`src/core/tmc_pkg.sv`:
```
package tmc_pkg;
   // ---------------------------------------------------------------
   // register byte offsets
   // ---------------------------------------------------------------
   localparam logic [7:0] TMC_OFF_CTRL_A  = 8'h00;
   localparam logic [7:0] TMC_OFF_CTRL_B  = 8'h04;
   localparam logic [7:0] TMC_OFF_CTRL_C  = 8'h08;
   localparam logic [7:0] TMC_OFF_COUNT   = 8'h0C;
   localparam logic [7:0] TMC_OFF_CMP_A   = 8'h10;
   localparam logic [7:0] TMC_OFF_CMP_B   = 8'h14;
   localparam logic [7:0] TMC_OFF_FLAG    = 8'h18;
   localparam logic [7:0] TMC_OFF_MASK    = 8'h1C;
   // ---------------------------------------------------------------
   // field positions
   // ---------------------------------------------------------------
   localparam int TMC_CA_WM0    = 0;
   localparam int TMC_CA_WM1    = 1;
   localparam int TMC_CA_COMB   = 4;
   localparam int TMC_CA_COMA   = 6;
   localparam int TMC_CB_CS     = 0;
   localparam int TMC_CB_WM2    = 3;
   localparam int TMC_CC_FOCB   = 6;
   localparam int TMC_CC_FOCA   = 7;
   localparam int TMC_FL_OVF    = 0;
   localparam int TMC_FL_CMPA   = 1;
   localparam int TMC_FL_CMPB   = 2;
   // ---------------------------------------------------------------
   // values
   // ---------------------------------------------------------------
   localparam logic [7:0] TMC_BOTTOM    = 8'h00;
   localparam logic [7:0] TMC_MAX       = 8'hFF;
   localparam logic [7:0] TMC_RST_BYTE  = 8'h00;
   localparam logic [2:0] TMC_CS_STOP   = 3'h0;
   localparam logic [2:0] TMC_CS_EXT_FALL = 3'h6;
   localparam logic [2:0] TMC_CS_EXT_RISE = 3'h7;
   localparam logic [2:0] TMC_WM_NORMAL = 3'h0;
   localparam logic [2:0] TMC_WM_CTC    = 3'h2;
   localparam logic [2:0] TMC_WM_FAST   = 3'h3;
   localparam logic [2:0] TMC_WM_FAST_A = 3'h7;
   localparam logic [1:0] TMC_COM_OFF   = 2'h0;
   localparam logic [1:0] TMC_COM_TOG   = 2'h1;
   localparam logic [1:0] TMC_COM_CLR   = 2'h2;
   localparam logic [1:0] TMC_COM_SET   = 2'h3;
   localparam logic [9:0] TMC_DIV8      = 10'h007;
   localparam logic [9:0] TMC_DIV64     = 10'h03F;
   localparam logic [9:0] TMC_DIV256    = 10'h0FF;
   localparam logic [9:0] TMC_DIV1024   = 10'h3FF;
endpackage

```
`src/core/tmc_tick.sv`:
```
`timescale 1ns/1ps
`default_nettype none
module tmc_tick (
   input  wire logic       pclk,         // system clock
   input  wire logic       presetn,      // async reset, low
   input  wire logic [2:0] clock_select, // source and edge
   input  wire logic       ext_count_pin, // external count pin
   output logic            timer_tick    // one-cycle enable
);
   import tmc_pkg::*;

   typedef struct packed {
      logic [9:0] pre;
      logic       s1;
      logic       s2;
      logic       s3;
      logic       tick;
   } tmc_tick_type;

   tmc_tick_type st_q, st_d;

   assign timer_tick = st_q.tick;

   // ---------------------------------------------------------------
   // prescaler and source select
   // ---------------------------------------------------------------
   always_comb begin
      st_d      = st_q;
      st_d.pre  = st_q.pre + 10'h001;
      st_d.s1   = ext_count_pin;
      st_d.s2   = st_q.s1;
      st_d.s3   = st_q.s2;
      unique case (clock_select)
         TMC_CS_STOP:     st_d.tick = 1'b0;
         3'h1:            st_d.tick = 1'b1;
         3'h2:            st_d.tick = (st_q.pre[2:0] == TMC_DIV8[2:0]);
         3'h3:            st_d.tick = (st_q.pre[5:0] == TMC_DIV64[5:0]);
         3'h4:            st_d.tick = (st_q.pre[7:0] == TMC_DIV256[7:0]);
         3'h5:            st_d.tick = (st_q.pre == TMC_DIV1024);
         TMC_CS_EXT_FALL: st_d.tick = st_q.s3 & ~st_q.s2;
         TMC_CS_EXT_RISE: st_d.tick = ~st_q.s3 & st_q.s2;
      endcase
   end

   always_ff @(posedge pclk or negedge presetn) begin
      if (!presetn) begin
         st_q <= '0;
      end else begin
         st_q <= st_d;
      end
   end
endmodule
`default_nettype wire

```
`src/core/tmc_timer.sv`:
```
// Functional notes
// - counter and both compare values are 8-bit registers.
// - BOTTOM is zero, MAX is 0xFF, TOP is MAX or compare A.
// - tick comes from prescaler or external pin, chosen by clock select.
// - clock select zero stops the counter.
// - software may read and write the counter at any time.
// - a counter write beats any clear or count.
// - each tick clears or increments per mode.
// - three-bit wave mode, two bits in ctrl A, one in ctrl B.
// - counter compared with both compare values continuously.
// - match sets the channel flag on the next tick; mask gates interrupt.
// - compare flag clears on service or when software writes one.
// - flag register holds three sources, mask register masks each.
// - overflow flag set per wave mode and can interrupt.
// - in PWM modes compare accesses reach a buffer register.
// - PWM buffer copies to active compare only at TOP.
// - normal and clear-on-match modes access active compare directly.
// - force bit in non-PWM modes updates output only, no flag or clear.
// - counter write blocks matches in the following tick, even stopped.
// - output state kept across wave mode changes.
// - output mode bits are not buffered; they act at once.
// - normal mode counts up, wraps 0xFF to zero, overflow on zero.
// - clear-on-match mode clears counter at compare A.
// - fast PWM counts BOTTOM to TOP; TOP is 0xFF or compare A.
// - fast PWM non-inverting clears on match, sets at BOTTOM; inverting opposite.
//
// Implementation choices: the register addresses and register access over APB.
`timescale 1ns/1ps
`default_nettype none
module tmc_timer (
   input  wire logic        pclk,          // system clock
   input  wire logic        presetn,       // async reset, low
   input  wire logic        psel,          // apb select
   input  wire logic        penable,       // apb enable
   input  wire logic        pwrite,        // apb direction
   input  wire logic [7:0]  paddr,         // apb byte address
   input  wire logic [31:0] pwdata,        // apb write data
   output logic      [31:0] prdata,        // apb read data
   output logic             pready,        // apb ready
   output logic             pslverr,       // apb error
   input  wire logic        ext_count_pin, // external count pin
   input  wire logic        int_ack_a,     // compare a serviced
   input  wire logic        int_ack_b,     // compare b serviced
   input  wire logic        int_ack_ovf,   // overflow serviced
   output logic             irq_ovf,       // overflow request
   output logic             irq_cmp_a,     // compare a request
   output logic             irq_cmp_b,     // compare b request
   output logic             wave_out_a,    // waveform a
   output logic             wave_out_b     // waveform b
);
   import tmc_pkg::*;

   typedef struct packed {
      logic [7:0]  ctrl_a;
      logic [7:0]  ctrl_b;
      logic [7:0]  count_value;
      logic [1:0][7:0] cmp_act;
      logic [1:0][7:0] cmp_buf;
      logic [1:0]  out_st;
      logic [2:0]  flags;
      logic [2:0]  mask;
      logic        block;
      logic [1:0]  match_pend;
      logic [31:0] rdata;
      logic        ready;
      logic        err;
      logic [2:0]  irq;
   } tmc_timer_type;

   tmc_timer_type st_q, st_d;
   logic          timer_tick;

   tmc_tick u_tick (
      .pclk          (pclk),
      .presetn       (presetn),
      .clock_select  (st_q.ctrl_b[TMC_CB_CS +: 3]),
      .ext_count_pin (ext_count_pin),
      .timer_tick    (timer_tick)
   );

   assign prdata     = st_q.rdata;
   assign pready     = st_q.ready;
   assign pslverr    = st_q.err;
   assign irq_ovf    = st_q.irq[TMC_FL_OVF];
   assign irq_cmp_a  = st_q.irq[TMC_FL_CMPA];
   assign irq_cmp_b  = st_q.irq[TMC_FL_CMPB];
   assign wave_out_a = st_q.out_st[0];
   assign wave_out_b = st_q.out_st[1];

   // ---------------------------------------------------------------
   // next state
   // ---------------------------------------------------------------
   always_comb begin
      logic [2:0] wmode;
      logic       pwm;
      logic [7:0] top;
      logic       at_top;
      logic       acc;
      logic       wr;
      logic       cnt_wr;
      logic [1:0] match;
      logic [1:0] com;
      logic [2:0] set_fl;
      logic [2:0] clr_fl;
      logic       force_bit;
      wmode     = 3'h0;
      pwm       = 1'b0;
      top       = TMC_MAX;
      at_top    = 1'b0;
      acc       = 1'b0;
      wr        = 1'b0;
      cnt_wr    = 1'b0;
      match     = 2'b00;
      com       = 2'b00;
      set_fl    = 3'b000;
      clr_fl    = 3'b000;
      force_bit = 1'b0;
      st_d      = st_q;

      wmode = {st_q.ctrl_b[TMC_CB_WM2], st_q.ctrl_a[TMC_CA_WM1],
               st_q.ctrl_a[TMC_CA_WM0]};
      pwm   = (wmode == TMC_WM_FAST) || (wmode == TMC_WM_FAST_A);
      top   = (wmode == TMC_WM_CTC || wmode == TMC_WM_FAST_A) ?
              st_q.cmp_act[0] : TMC_MAX;
      at_top = (st_q.count_value == top);

      // bus: single wait state, answer on the second access cycle
      acc = psel && penable && !st_q.ready;
      wr  = acc && pwrite;
      st_d.ready = acc;
      st_d.err   = 1'b0;
      if (acc && !pwrite) begin
         st_d.rdata = 32'h0000_0000;
         unique case (paddr)
            TMC_OFF_CTRL_A: st_d.rdata[7:0] = st_q.ctrl_a;
            TMC_OFF_CTRL_B: st_d.rdata[7:0] = st_q.ctrl_b;
            TMC_OFF_CTRL_C: st_d.rdata[7:0] = TMC_RST_BYTE;
            TMC_OFF_COUNT:  st_d.rdata[7:0] = st_q.count_value;
            TMC_OFF_CMP_A:  st_d.rdata[7:0] = pwm ? st_q.cmp_buf[0] : st_q.cmp_act[0];
            TMC_OFF_CMP_B:  st_d.rdata[7:0] = pwm ? st_q.cmp_buf[1] : st_q.cmp_act[1];
            TMC_OFF_FLAG:   st_d.rdata[2:0] = st_q.flags;
            TMC_OFF_MASK:   st_d.rdata[2:0] = st_q.mask;
            default:        st_d.err = 1'b1;
         endcase
      end else if (wr) begin
         unique case (paddr)
            TMC_OFF_CTRL_A: st_d.ctrl_a = pwdata[7:0];
            TMC_OFF_CTRL_B: st_d.ctrl_b = pwdata[7:0];
            TMC_OFF_CTRL_C: force_bit = 1'b1;
            TMC_OFF_COUNT:  cnt_wr = 1'b1;
            TMC_OFF_CMP_A: begin
               st_d.cmp_buf[0] = pwdata[7:0];
               if (!pwm) begin
                  st_d.cmp_act[0] = pwdata[7:0];
               end
            end
            TMC_OFF_CMP_B: begin
               st_d.cmp_buf[1] = pwdata[7:0];
               if (!pwm) begin
                  st_d.cmp_act[1] = pwdata[7:0];
               end
            end
            TMC_OFF_FLAG:   clr_fl = pwdata[2:0];
            TMC_OFF_MASK:   st_d.mask = pwdata[2:0];
            default:        st_d.err = 1'b1;
         endcase
      end

      // compare: match is registered into the flag on the next tick
      match[0] = (st_q.count_value == st_q.cmp_act[0]);
      match[1] = (st_q.count_value == st_q.cmp_act[1]);

      if (timer_tick) begin
         set_fl[TMC_FL_CMPA] = st_q.match_pend[0];
         set_fl[TMC_FL_CMPB] = st_q.match_pend[1];
         // a counter write blocks matches of the tick that follows
         st_d.match_pend = st_q.block ? 2'b00 : match;
         st_d.block      = 1'b0;
         // counting; top in clear modes restarts at bottom
         if (wmode == TMC_WM_NORMAL || !(at_top)) begin
            st_d.count_value = st_q.count_value + 8'h01;
         end else begin
            st_d.count_value = TMC_BOTTOM;
         end
         if (st_q.count_value == TMC_MAX && wmode == TMC_WM_NORMAL) begin
            set_fl[TMC_FL_OVF] = 1'b1;
         end else if (at_top && pwm) begin
            set_fl[TMC_FL_OVF] = 1'b1;
         end else if (st_q.count_value == TMC_MAX && wmode == TMC_WM_CTC && !at_top) begin
            set_fl[TMC_FL_OVF] = 1'b1;
         end
         // pwm: load buffered compare at top so a period is never cut short
         if (pwm && at_top) begin
            st_d.cmp_act = st_q.cmp_buf;
         end
         // waveform per channel, output state survives mode changes
         for (int i = 0; i < 2; i++) begin
            com = st_q.ctrl_a[(i == 0 ? TMC_CA_COMA : TMC_CA_COMB) +: 2];
            if (st_q.block) begin
               com = com;
            end else if (pwm) begin
               if (match[i] && com == TMC_COM_CLR) begin
                  st_d.out_st[i] = 1'b0;
               end else if (match[i] && com == TMC_COM_SET) begin
                  st_d.out_st[i] = 1'b1;
               end else if (at_top && com == TMC_COM_CLR) begin
                  st_d.out_st[i] = 1'b1;
               end else if (at_top && com == TMC_COM_SET) begin
                  st_d.out_st[i] = 1'b0;
               end
            end else if (match[i]) begin
               unique case (com)
                  TMC_COM_OFF: st_d.out_st[i] = st_q.out_st[i];
                  TMC_COM_TOG: st_d.out_st[i] = ~st_q.out_st[i];
                  TMC_COM_CLR: st_d.out_st[i] = 1'b0;
                  TMC_COM_SET: st_d.out_st[i] = 1'b1;
               endcase
            end
         end
      end

      // force: acts on the outputs only, counter and flags untouched
      if (force_bit && !pwm) begin
         for (int i = 0; i < 2; i++) begin
            com = st_q.ctrl_a[(i == 0 ? TMC_CA_COMA : TMC_CA_COMB) +: 2];
            if (pwdata[i == 0 ? TMC_CC_FOCA : TMC_CC_FOCB]) begin
               unique case (com)
                  TMC_COM_OFF: st_d.out_st[i] = st_q.out_st[i];
                  TMC_COM_TOG: st_d.out_st[i] = ~st_q.out_st[i];
                  TMC_COM_CLR: st_d.out_st[i] = 1'b0;
                  TMC_COM_SET: st_d.out_st[i] = 1'b1;
               endcase
            end
         end
      end

      // counter write wins over count and clear, and arms match blocking
      if (cnt_wr) begin
         st_d.count_value = pwdata[7:0];
         st_d.block       = 1'b1;
         st_d.match_pend  = 2'b00;
      end

      clr_fl[TMC_FL_OVF]  = clr_fl[TMC_FL_OVF]  | int_ack_ovf;
      clr_fl[TMC_FL_CMPA] = clr_fl[TMC_FL_CMPA] | int_ack_a;
      clr_fl[TMC_FL_CMPB] = clr_fl[TMC_FL_CMPB] | int_ack_b;
      // set beats clear so an event in the clearing cycle survives
      st_d.flags = (st_q.flags & ~clr_fl) | set_fl;
      st_d.irq   = st_d.flags & st_q.mask;
   end

   // ---------------------------------------------------------------
   // state register
   // ---------------------------------------------------------------
   always_ff @(posedge pclk or negedge presetn) begin
      if (!presetn) begin
         st_q <= '0;
      end else begin
         st_q <= st_d;
      end
   end
endmodule
`default_nettype wire

```
`config.mk`:
```
export PLATFORM = sky130hd
export DESIGN_NAME = tmc_timer
export DESIGN_NICKNAME = d
export VERILOG_FILES = /design/src/core/tmc_pkg.sv /design/src/core/tmc_tick.sv /design/src/core/tmc_timer.sv
export SDC_FILE = /design/constraint.sdc
export NUM_CORES = 1
export LEC_CHECK = 0
export ABC_AREA = 1
export BUFFER_PORTS_ARGS = -buffer_cell sky130_fd_sc_hd__buf_2
export CAP_MARGIN = 20
export CORE_MARGIN = 2
export CORE_UTILIZATION = 45
export CTS_BUF_LIST = sky130_fd_sc_hd__clkbuf_16
export DETAILED_ROUTE_END_ITERATION = 16
export PLACE_DENSITY = 0.64
export REMOVE_ABC_BUFFERS = 1
export SYNTH_ARGS = -nofsm -noshare
export SYNTH_HDL_FRONTEND = slang
export SYNTH_SLANG_ARGS = --single-unit
```
`constraint.sdc`:
```
create_clock -name pclk -period 4.3 [get_ports pclk]
set_clock_uncertainty 0.15 [all_clocks]
set_input_delay 0.43 -clock pclk [delete_from_list [all_inputs] [get_ports pclk]]
set_output_delay 0.43 -clock pclk [all_outputs]
set_load 0.03 [all_outputs]
```
-- After elaboration in Yosys (flattened, before gate mapping)
Cells that the tools add are included.
- bits in registers: 94
- input bits: 49
- output and inout bits: 39
- word-level logic and storage cells: 161
- add/subtract/negate cells: 2
- equal/unequal tests: 31
- muxes and demuxes: 57
- bitwise operators: 14
- reduce and logical (&&, ||, !) cells: 36
- operator list (operator ; count):
    $mux W8 ; 11
    $mux W32 ; 2
    $eq A8 B5 Y1 const B ; 4
    $mux W1 ; 28
    $pmux W5 S5 ; 1
    $eq A8 B8 Y1 ; 3
    $mux W24 ; 1
    $pmux W3 S7 ; 1
    $eq A3 B3 Y1 const B ; 6
    $mux W3 ; 6
    $logic_and A1 B1 Y1 ; 17
    $eq A8 B4 Y1 const B ; 2
    $eq A8 B8 Y1 const B ; 2
    $mux W16 ; 1
    $reduce_and A3 Y1 ; 5
    $eq A3 B2 Y1 const B ; 4
    $add A10 B1 Y10 const B ; 1
    $eq A10 B10 Y1 const B ; 1
    $add A8 B1 Y8 const B ; 1
    $eq A2 B2 Y1 const B ; 4
    $eq A8 B3 Y1 const B ; 1
    $logic_not A8 Y1 ; 1
    $pmux W1 S4 ; 2
    $pmux W1 S8 ; 1
    other kinds (16) ; 34

-- Depth between registers and ports, before layout
Gate-level depths: netlist of the first run.
- depth in word-level cells: 14
- gate-level depth with buffers: 16

-- By module
Synthesis of the first run repeated with hierarchy kept, for this count alone.
- cell total of the unflattened synthesis: 674
- area total of the unflattened synthesis: 5486.5 um2
- modules (own cells, without submodules) (module ; instances ; cells an instance ; area each (um2) ; seq. area each (um2)):
    tmc_timer ; 1 ; 604 ; 4853.4 ; 2001.9
    tmc_tick ; 1 ; 70 ; 633.1 ; 350.3

-- Worst setup path before layout of the first run
No wires, ideal clock.
- path type: input-to-reg
- from: in paddr[1]
- to: reg st_q[75] (netlist name)
- setup time: 118 ps
- arrival: 1614 ps
- slack: 2418 ps
- stages: 10
- buffers on the path: 0
- cells stage by stage: nor2_1 -> inv_1 -> nor3_2 -> inv_2 -> nor2_4 -> inv_2 -> nor3_1 -> o22ai_1 -> nand2_1 -> o21ai_2
- RTL lines (item ; RTL line ; source):
    start: declaration ; tmc_timer.sv:36 ; input wire logic [7:0] paddr,
    end signal: assignment ; tmc_timer.sv:259 ; st_q <= st_d;
    end: declaration ; tmc_timer.sv:70 ; tmc_timer_type st_q, st_d;

==> flow_metrics.py, run 1 <==
metrics = {
    "synth": {
        "synth.distinct_cells": 45,
        "ys_warn_count": 0,
        "synth_area_um2": 5315,
        "ys_ff_latch": 94,
        "avgSynthCellArea_um2": 8.005,
        "synthArstFlopShare": 1.000,
        "ys.flop_type": "dfrtp_1",
        "synth_edf_count": 0,
        "synth-seq-area-share": 0.4426,
        "syn_inst": 664,
    },
    "layout": {
        "fin_util": 0.5005,
        "drive_above_1_share": 0.1506,
        "layout_commonest_cell": "nand2_1",
        "num_antenna_cells": 0,
        "area_growth_syn_to_layout_pct": 7.980,
        "layout_common_cells": "nand2_1, dfrtp_1, inv_1, o21ai_0, buf_2",
        "fillers": 1104,
        "fin_nets": 745,
        "final_cell_count_no_fill": 840,
    },
    "cts": {
        "post_cts_resized": 0,
        "clock_sinks": 94,
        "clock_latency_ns": 0.36,
        "cts_buffer_depth": 2,
        "cts_tree": "done",
        "cts-hold-fix-buffers": 0,
        "postCtsSetupRepairBufs": 0,
        "clk_pin_slew_ns": 0.07,
        "numCtsBuffers": 9,
        "cts-root-buf": "clkbuf_16",
        "cts_max_level": 3,
    },
    "sta": {
        "max-slew-margin-rel": 0.4402,
        "setup-tns-final_ns": 0,
        "period_minus_slack_ns": 2.712,
        "finalHoldViolCount": 0,
        "setup_viol": 0,
        "fin_crit_sh": 0.6307,
        "rsz0062_at_grt": "no",
        "hold_ws_ns": 0.02166,
        "worst_slew_pin_slew_ns": 0.8397,
        "slew_viol_final": 0,
        "max_clock_freq_mhz": 368.7,
    },
    "global_route": {
        "overflow": 0,
        "grt_max_degree": 65,
        "grt.busiest_layer": "met2",
        "antenna_found_initial": 0,
        "met2_usage": 0.3673,
        "grt_pass1_wl_mm": 23.49,
        "use_met3": 0.05346,
        "grtUsageTotal": 0.2410,
        "met1_usage": 0.3225,
        "grt_pass1_vias": 4444,
    },
    "die": {
        "start_util": 0.4635,
        "die_x_um": 112.7,
        "std_cell_rows": 39,
        "io_pins": 88,
        "die_h_um": 112.7,
        "coreArea_um2": 11470,
        "fp.dieArea_um2": 12700,
    },
    "routing": {
        "first_pass_iters": 5,
        "viasPerCell": 5.401,
        "drt-total-wl_mm": 14.45,
        "wire_per_inst_um": 17.20,
        "ant_nets": 0,
        "drc": 0,
        "via_count": 4537,
        "first_iter_violations": 339,
    },
    "critical_path": {
        "start_kind": "flop",
        "endpoint_kind": "flop",
        "critical_path_class": "flop to flop",
        "crit_fanout": 33,
        "worstPathArrival_ns": 2.79,
        "worst_ep_required_time_ns": 4.38,
    },
    "status": {
        "status": "finished clean",
    },
    "power": {
        "swShare": 0.3232,
        "p_clk_frac": 0.357,
        "seq_power_share": 0.473,
        "p_sw_mw": 0.6823,
        "ir_drop_v": 0.0001941,
        "power.internal_mw": 1.429,
        "power_leakage_nw": 2.937,
        "pwr_density_cell_nw_per_um2": 367.9,
        "comb_power_share": 0.170,
    },
    "run": {
        "cap_violations": 0,
    },
    "placed_design": {
        "port_buffers": 39,
        "dp_cells": 825,
        "dp_hpwl_mm": 10.47,
        "place_congestion": 0.8871,
    },
    "hold_path": {
        "hp-class": "input port to async pin",
    },
}
## state kept, by name, summed over array words and instances (netlist names)
name               flops
u_tick.timer_tick      1
prdata                 8
irq_cmp_b              1
irq_cmp_a              1
irq_ovf                1
pready                 1
st_q                  65
wave_out_a             1
u_tick.st_d            2
wave_out_b             1
u_tick.st_q           11
pslverr                1
## area by class of cell
class                   count  area [µm²]  share of cell area
well taps                 143       178.9             0.03118
clock buffers               9       225.2             0.03924
flip-flops and latches     94        2352              0.4099
multi-input cells         456        2381              0.4149
clock inverters             6       46.29            0.008066
repair buffers             40       205.2             0.03575
inverters                  92       350.3             0.06104
## cells by family (layout without fill, tap and decap cells)
kind of cell / count (synthesis) / in the layout / share of synthesized area
xor gates and xnor gates: 17 / 17 / 0.02801
AOI/OAI and AO/OA: 148 / 148 / 0.1730
DFF: 94 / 94 / 0.4426
adders and majority gates: 3 / 3 / 0.007063
buffers and inverters: 137 / 147 / 0.1257
and+or+nand+nor: 264 / 264 / 0.2229
other: 1 / 24 / 0.0007055
## power groups by stage
| stage | sequential (mW) | combinational, mW | clock, mW |
|---|---|---|---|
| 5_1_grt | 1.01 | 0.394 | 0.806 |
| 3_5_place_dp | 1.01 | 0.355 | 0 |
| 4_1_cts | 0.996 | 0.357 | 0.768 |
| 3_3_place_gp | 1.01 | 0.352 | 0 |
| 2_1_floorplan | 1.01 | 0.222 | 0 |
| 6_report | 0.998 | 0.359 | 0.753 |
## final timing paths
kind	start	to	slack, ns	cells past startpoint
setup / recovery	st_q[97]	st_q[77]	1.59	11
hold / removal	presetn	st_q[54]	0.02	1
setup reg to reg	st_q[97]	st_q[77]	1.59	11
hold reg to reg	u_tick.st_d[2]	u_tick.st_d[1]	0.20	0
max in group asynchronous	presetn	st_q[39]	3.06	2
min in group pclk	ext_count_pin	u_tick.st_d[2]	0.03	1
## through the flow
step	power [mW]	setup slack (ns)	cell area, µm²
after floorplan	1.233	2.170	5084
after global placement	1.365	1.641	5468
after detailed placement	1.366	1.619	5468
after CTS	2.121	1.601	5739
after global routing	2.206	1.381	5739
final	2.111	1.588	5739
## Yosys cell counts, types with 4 or more instances
| library cell | n | area [µm²] |
|---|---|---|
| nand3_1 | 19 | 95.09 |
| o211ai_1 | 5 | 37.54 |
| nor2_1 | 37 | 138.9 |
| o21ai_2 | 17 | 148.9 |
| buf_2 | 5 | 25.02 |
| nor3_1 | 6 | 30.03 |
| xor2_1 | 13 | 113.9 |
| inv_2 | 8 | 30.03 |
| o22ai_1 | 19 | 118.9 |
| nand2_2 | 4 | 25.02 |
| inv_1 | 83 | 311.6 |
| buf_4 | 32 | 240.2 |
| xnor2_1 | 4 | 35.03 |
| o221ai_1 | 9 | 78.83 |
| nor2_2 | 4 | 25.02 |
| clkbuf_1 | 4 | 15.01 |
| o21ai_0 | 58 | 290.3 |
| a21oi_1 | 27 | 135.1 |
| nand4_1 | 5 | 31.28 |
| nand2_1 | 170 | 638.1 |
| nor3_2 | 4 | 40.04 |
| dfrtp_1 | 94 | 2352 |
## layer usage
layer,vias to the layer above,wire length [µm]
met1,2162,6135
met5,-,0
met4,0,564
met3,32,1058
li1,2168,-
met2,175,6687
## worst max-delay path, cell delays in order (launching register included)
cell and delay, ns:
dfrtp_1 0.52, nand2_4 0.26, inv_6 0.29, nand2_2 0.11, nand2_2 0.08, nand2_1 0.05
nand2_1 0.06, nand2_2 0.09, nor2_8 0.15, nand3_4 0.41, o211ai_1 0.29, o21ai_2 0.08
Note: power is estimated with default switching activity, not from simulation.
==> inputs of run 2 (changes only) <==
ABC_AREA = 0   (was 1)
clock period = 2.68 ns   (was 4.3 ns; I/O delays follow)
==> run 2 against run 1 <==
Wire length decreased by 2.1%. Sequential power is 61% higher. Register-to-register slack got worse by 1.3 ns. First-iteration DRC count rose by 12%. Critical path type unchanged. Sequential share of layout area down 1.7 points. Setup slack lost 1.3 ns. Clock-buffer cell count stayed put. Fmax increased by 14%. Non-clock buffer count rose by 22. Design area grew 4.3%. Critical path depth is 5 lower. Via count decreased by 13%.
==> flow_metrics.py, run 2 <==
metrics = {
    "die": {
        "fp.dieArea_um2": 12980,
        "coreArea_um2": 11910,
        "start_util": 0.4565,
        "die_h_um": 113.9,
        "std_cell_rows": 40,
        "die_x_um": 113.9,
        "io_pins": 88,
    },
    "synth": {
        "ys.flop_type": "dfrtp_1",
        "ys_ff_latch": 94,
        "synthArstFlopShare": 1.000,
        "synth_edf_count": 0,
        "synthAdderAreaFrac": 0.006903,
        "synthSimpleGateAreaFrac": 0.1687,
        "synth_area_um2": 5438,
        "synthTopCellsByArea": "dfrtp_1, mux2_2, buf_4, xnor2_1, nor2_1",
        "syn_inst": 501,
        "ys_warn_count": 0,
        "synth-seq-area-share": 0.4326,
        "avgSynthCellArea_um2": 10.85,
        "synth_top_family_by_area": "simple AND/OR/NAND/NOR gates",
        "synth_largest_area_cell": "dfrtp_1",
        "synth_top_area_frac": 0.4326,
        "yosysMostFrequentCell": "dfrtp_1",
        "synth_xor_area_frac": 0.02899,
        "synth.distinct_cells": 73,
        "synthMuxAreaShare": 0.1634,
        "synth_compound_gate_area_share": 0.1164,
        "synthTopCellsByCount": "dfrtp_1, mux2_2, buf_4, nor2_1, nand2_1",
    },
    "sta": {
        "fin_crit_sh": 0.8873,
        "worst_slew_pin_slew_ns": 0.6747,
        "slew_viol_final": 0,
        "worst_slack_ns": 0.3021,
        "setup-tns-final_ns": 0,
        "rsz0062_at_grt": "no",
        "finalHoldViolCount": 0,
        "max-slew-margin-rel": 0.5502,
        "period_minus_slack_ns": 2.378,
        "max_clock_freq_mhz": 420.5,
        "hold_ws_ns": 0.1001,
        "setup_viol": 0,
    },
    "cts": {
        "cts_max_level": 3,
        "cts_tree": "done",
        "clk_pin_slew_ns": 0.07,
        "postCtsSetupRepairBufs": 0,
        "clock_latency_ns": 0.34,
        "cts-root-buf": "clkbuf_16",
        "numCtsBuffers": 9,
        "cts_buffer_depth": 2,
        "clock_sinks": 94,
    },
    "hold_path": {
        "min_from": "int_ack_ovf",
        "hp-class": "input port to flop",
    },
    "layout": {
        "num_antenna_cells": 0,
        "layout_commonest_cell": "dfrtp_1",
        "layout_common_cells": "dfrtp_1, mux2_2, buf_2, nor2_1, nand2_1",
        "largest_reg_flops": 65,
        "fin_util": 0.5027,
        "drive_above_1_share": 0.3078,
        "area_growth_syn_to_layout_pct": 10.12,
        "fin_nets": 596,
        "fillers": 1099,
        "regArea_um2": 2352,
        "regMostFlops": "st_q",
        "multi_input_area_um2": 2724,
    },
    "critical_path": {
        "r2r-start": "st_q[82]",
        "endpoint_kind": "flop",
        "crit_family": "simple AND/OR/NAND/NOR gates",
        "path_cells": "nand2b_1 -> o2111ai_1 -> o41ai_2 -> and4_4 -> nand2_4 -> mux2_4",
        "crit_buf_inv": 0,
        "max_stage_delay_ns": 0.50,
        "start_kind": "flop",
        "crit_start": "st_q[82]",
        "worst_ep_required_time_ns": 2.76,
        "worstPathArrival_ns": 2.45,
        "cp_slowest_cell": "dfrtp_1",
        "crit_fanout": 18,
        "critical_path_class": "flop to flop",
    },
    "routing": {
        "drc": 0,
        "ant_nets": 0,
        "first_pass_iters": 5,
        "via_count": 3943,
        "drt-total-wl_mm": 14.14,
        "wire_per_inst_um": 20.31,
        "viasPerCell": 5.665,
        "first_iter_violations": 380,
    },
    "power": {
        "power_mw": 3.309,
        "power_leakage_nw": 2.800,
        "ir_drop_v": 0.0003068,
        "pwr_density_cell_nw_per_um2": 552.5,
    },
    "placed_design": {
        "dp_hpwl_mm": 10.20,
        "place_congestion": 0.8977,
        "pre_cts_slack_ns": 0.3151,
        "port_buffers": 39,
    },
    "status": {
        "status": "finished clean",
    },
    "run": {
        "cap_violations": 0,
    },
    "global_route": {
        "grt_max_degree": 72,
        "grt_pass1_vias": 3882,
        "antenna_found_initial": 0,
        "grt_pass1_wl_mm": 22.19,
        "overflow": 0,
        "grtUsageTotal": 0.2278,
    },
}
[run 2: worst paths after layout]
check	end	slack [ns]	cells after the start
min	st_q[43]	0.10	3
min in group asynchronous	u_tick.st_d[2]	0.25	2
max in group asynchronous	st_q[97]	1.42	3
min reg2reg	u_tick.st_d[1]	0.20	0
max	st_q[78]	0.30	6
max reg2reg	st_q[78]	0.30	6
[run 2: cell families (layout without fill, tap and decap cells)]
logic type / after synthesis / after routing
simple gates: 150 / 150
xor+xnor: 18 / 18
flops: 94 / 94
other cells: 1 / 24
compound gates: 88 / 88
fa+ha+maj: 3 / 3
buf+inv: 70 / 95
mux: 77 / 77
[run 2: final cells by class]
| cell class | count | share of cell area |
|---|---|---|
| multi-input combinational | 360 | 0.4549 |
| sequential | 94 | 0.3928 |
| timing repair buffer | 62 | 0.06477 |
| clock buffer | 9 | 0.03761 |
| tap | 147 | 0.03071 |
| inverter | 17 | 0.01066 |
| clock inverter | 7 | 0.008567 |
[run 2: routing by layer]
| metal | up-vias | track usage | part of all wire |
|---|---|---|---|
| li1 | 1857 | - | - |
| met5 | - | 0 | 0 |
| met1 | 1936 | 0.3174 | 0.46 |
| met4 | 0 | 0.08211 | 0.026 |
| met3 | 26 | 0.04782 | 0.056 |
| met2 | 124 | 0.3524 | 0.45 |
[run 2: worst register-to-register path: cells and delay by family, from the launching register on]
family          cells  cell delay, ns
flops               1            0.50
mux                 1            0.40
compound gates      2            0.57
simple gates        3            0.65
[run 2: through the flow]
step	cell area, µm²	instances
2_1_floorplan	5140	471
3_3_place_gp	5692	678
3_5_place_dp	5692	678
4_1_cts	5988	696
5_1_grt	5988	696
6_report	5988	696
[run 2: report_power, final]
part / leakage [nW] / switching, mW / internal [mW] / total [mW]
logic: 1.42 / 0.321 / 0.182 / 0.503
registers: 1.25 / 0.102 / 1.50 / 1.61
clock network: 0.137 / 0.567 / 0.632 / 1.20
total: 2.80 / 0.990 / 2.32 / 3.31
[run 2: what timing repair did]
action | in CTS | in global routing
resized for setup | 0 | 0
endpoints found under the hold margin | 24 | 0
hold buffers | 2 | 0
==> inputs of run 3 (changes only) <==
clock period = 2.6 ns   (was 2.68 ns; I/O delays follow)
==> run 3 against run 2 <==
Setup slack worse by 0.073 ns. Non-clock buffer count up 2. Sequential power up 2%. Highest routed layer unchanged. Wire length up 0.76%. Hold slack worse by 0.034 ns. Global-route usage up 0.68 points. Die area unchanged. Fmax up 0.28%. Sequential share of layout area down 0.13 points. Power up 4.6%.
==> flow_metrics.py, run 3 (synthesis results as in run 2) <==
metrics = {
    "cts": {
        "postCtsSetupRepairBufs": 0,
        "clock_sinks": 94,
        "cts_buffer_depth": 2,
        "clock_latency_ns": 0.35,
        "cts_max_level": 3,
        "clk_pin_slew_ns": 0.07,
        "cts_tree": "done",
        "cts-root-buf": "clkbuf_16",
        "numCtsBuffers": 9,
        "post_cts_resized": 0,
    },
    "layout": {
        "regMostFlops": "st_q",
        "area_growth_syn_to_layout_pct": 10.49,
        "layout_commonest_cell": "dfrtp_1",
        "drive_above_1_share": 0.3031,
        "fin_nets": 598,
        "num_antenna_cells": 0,
        "postLayoutCellArea_um2": 6008,
        "final_cell_count_no_fill": 698,
        "layout_common_cells": "dfrtp_1, mux2_2, buf_2, nor2_1, nand2_1",
        "largest_reg_flops": 65,
    },
    "placed_design": {
        "port_buffers": 39,
        "dp_cells": 680,
        "place_area_um2": 5707,
        "pre_cts_slack_ns": 0.2235,
        "dp_hpwl_mm": 10.43,
        "place_congestion": 0.9179,
    },
    "critical_path": {
        "crit_fanout": 18,
        "endpoint_kind": "flop",
        "r2r-start": "st_q[80]",
        "reg2reg_to": "st_q[74]",
        "r2r_slack_ns": 0.23,
        "worst_ep_required_time_ns": 2.68,
        "critical_path_class": "flop to flop",
        "r2r_cells": 6,
        "start_kind": "flop",
        "worstPathArrival_ns": 2.45,
        "crit_start": "st_q[80]",
    },
    "power": {
        "power.internal_mw": 2.468,
        "p_sw_mw": 0.9910,
        "swShare": 0.2865,
        "seq_power_share": 0.477,
        "comb_power_share": 0.151,
        "power_leakage_nw": 2.810,
        "pwr_density_cell_nw_per_um2": 575.7,
        "ir_drop_v": 0.0002960,
        "p_clk_frac": 0.372,
    },
    "hold_path": {
        "holdPathStages": 3,
        "min_to": "st_q[43]",
        "min_from": "int_ack_ovf",
        "hp-class": "input port to flop",
    },
    "sta": {
        "fin_crit_sh": 0.9120,
        "worst_slack_ns": 0.2287,
        "max_clock_freq_mhz": 421.7,
        "worst_slew_pin_slew_ns": 0.6173,
        "rsz0062_at_grt": "no",
        "finalHoldViolCount": 0,
        "slew_viol_final": 0,
        "setup-tns-final_ns": 0,
        "max-slew-margin-rel": 0.5884,
        "period_minus_slack_ns": 2.371,
        "setup_viol": 0,
    },
    "die": {
        "die_x_um": 113.9,
        "coreArea_um2": 11910,
        "die_h_um": 113.9,
        "std_cell_rows": 40,
        "io_pins": 88,
        "fp.dieArea_um2": 12980,
        "start_util": 0.4565,
    },
    "global_route": {
        "grt_pass1_wl_mm": 22.89,
        "grt_pass1_vias": 4078,
        "grt_max_degree": 48,
        "grtUsageTotal": 0.2346,
        "overflow": 0,
        "antenna_found_initial": 0,
    },
    "routing": {
        "drc": 0,
        "viasPerCell": 5.838,
        "ant_nets": 0,
        "wire_per_inst_um": 20.41,
        "drt-total-wl_mm": 14.25,
        "via_count": 4075,
        "first_iter_violations": 412,
        "first_pass_iters": 7,
    },
    "run": {
        "cap_violations": 0,
    },
    "status": {
        "status": "finished clean",
    },
}
## run 3: changes by cell type in the layout (fill, tap and decap cells not counted), sizes merged
cell,delta
bufinv,+1
buf,+2
inv,-1
## run 3: per-layer routing
metal,part of all wire,vias to the layer above,GRT usage
li1,-,1863,-
met1,0.46,2041,0.3198
met2,0.46,137,0.3710
met3,0.050,34,0.03348
met4,0.031,0,0.1089
met5,0,-,0
## run 3: critical path: stages, from the launching register on
cell and delay, ns:
dfrtp_1 0.47, nand2b_1 0.11, o2111ai_1 0.18, o41ai_2 0.42, and4_4 0.32, nand2_4 0.20
mux2_4 0.38
## run 3: power groups by stage
stage / clock network (mW) / logic, mW / registers, mW
floorplan: 0 / 0.277 / 1.70
global placement: 0 / 0.511 / 1.67
detailed placement: 0 / 0.517 / 1.68
CTS: 1.30 / 0.521 / 1.65
global route: 1.37 / 0.575 / 1.66
finish: 1.29 / 0.521 / 1.65
## run 3: worst max path at each step
stage          endpoint  slack, ns  depth (start not counted)
6_report       st_q[74]       0.23                          6
3_5_place_dp   st_q[79]       0.22                          6
2_1_floorplan  st_q[72]       0.25                          6
3_3_place_gp   st_q[74]       0.25                          6
5_1_grt        st_q[74]       0.17                          6
4_1_cts        st_q[79]       0.21                          6
## run 3: layout make-up
cell class / instances / area [µm²]
clock inverters: 7 / 56.30
flip-flops and latches: 94 / 2352
multi-input cells: 360 / 2724
repair buffers: 64 / 402.9
well taps: 147 / 183.9
clock buffers: 9 / 225.2
fillers: 1112 / 5903
inverters: 17 / 63.81
## run 3: timing repair
item                                    CTS  global route
hold buffers                              2             0
endpoints found under the hold margin    46             0
endpoints found under the setup margin    0             0
## run 3: through the flow
stage                     utilization  hold slack (ns)  power (mW)
after detailed placement       0.4791           0.1642       2.193
after floorplan                     -          -0.1856       1.980
after global routing           0.5044          0.09522       3.603
after global placement         0.4791           0.1611       2.185
after CTS                      0.5044          0.06103       3.473
final                          0.5044          0.06610       3.459
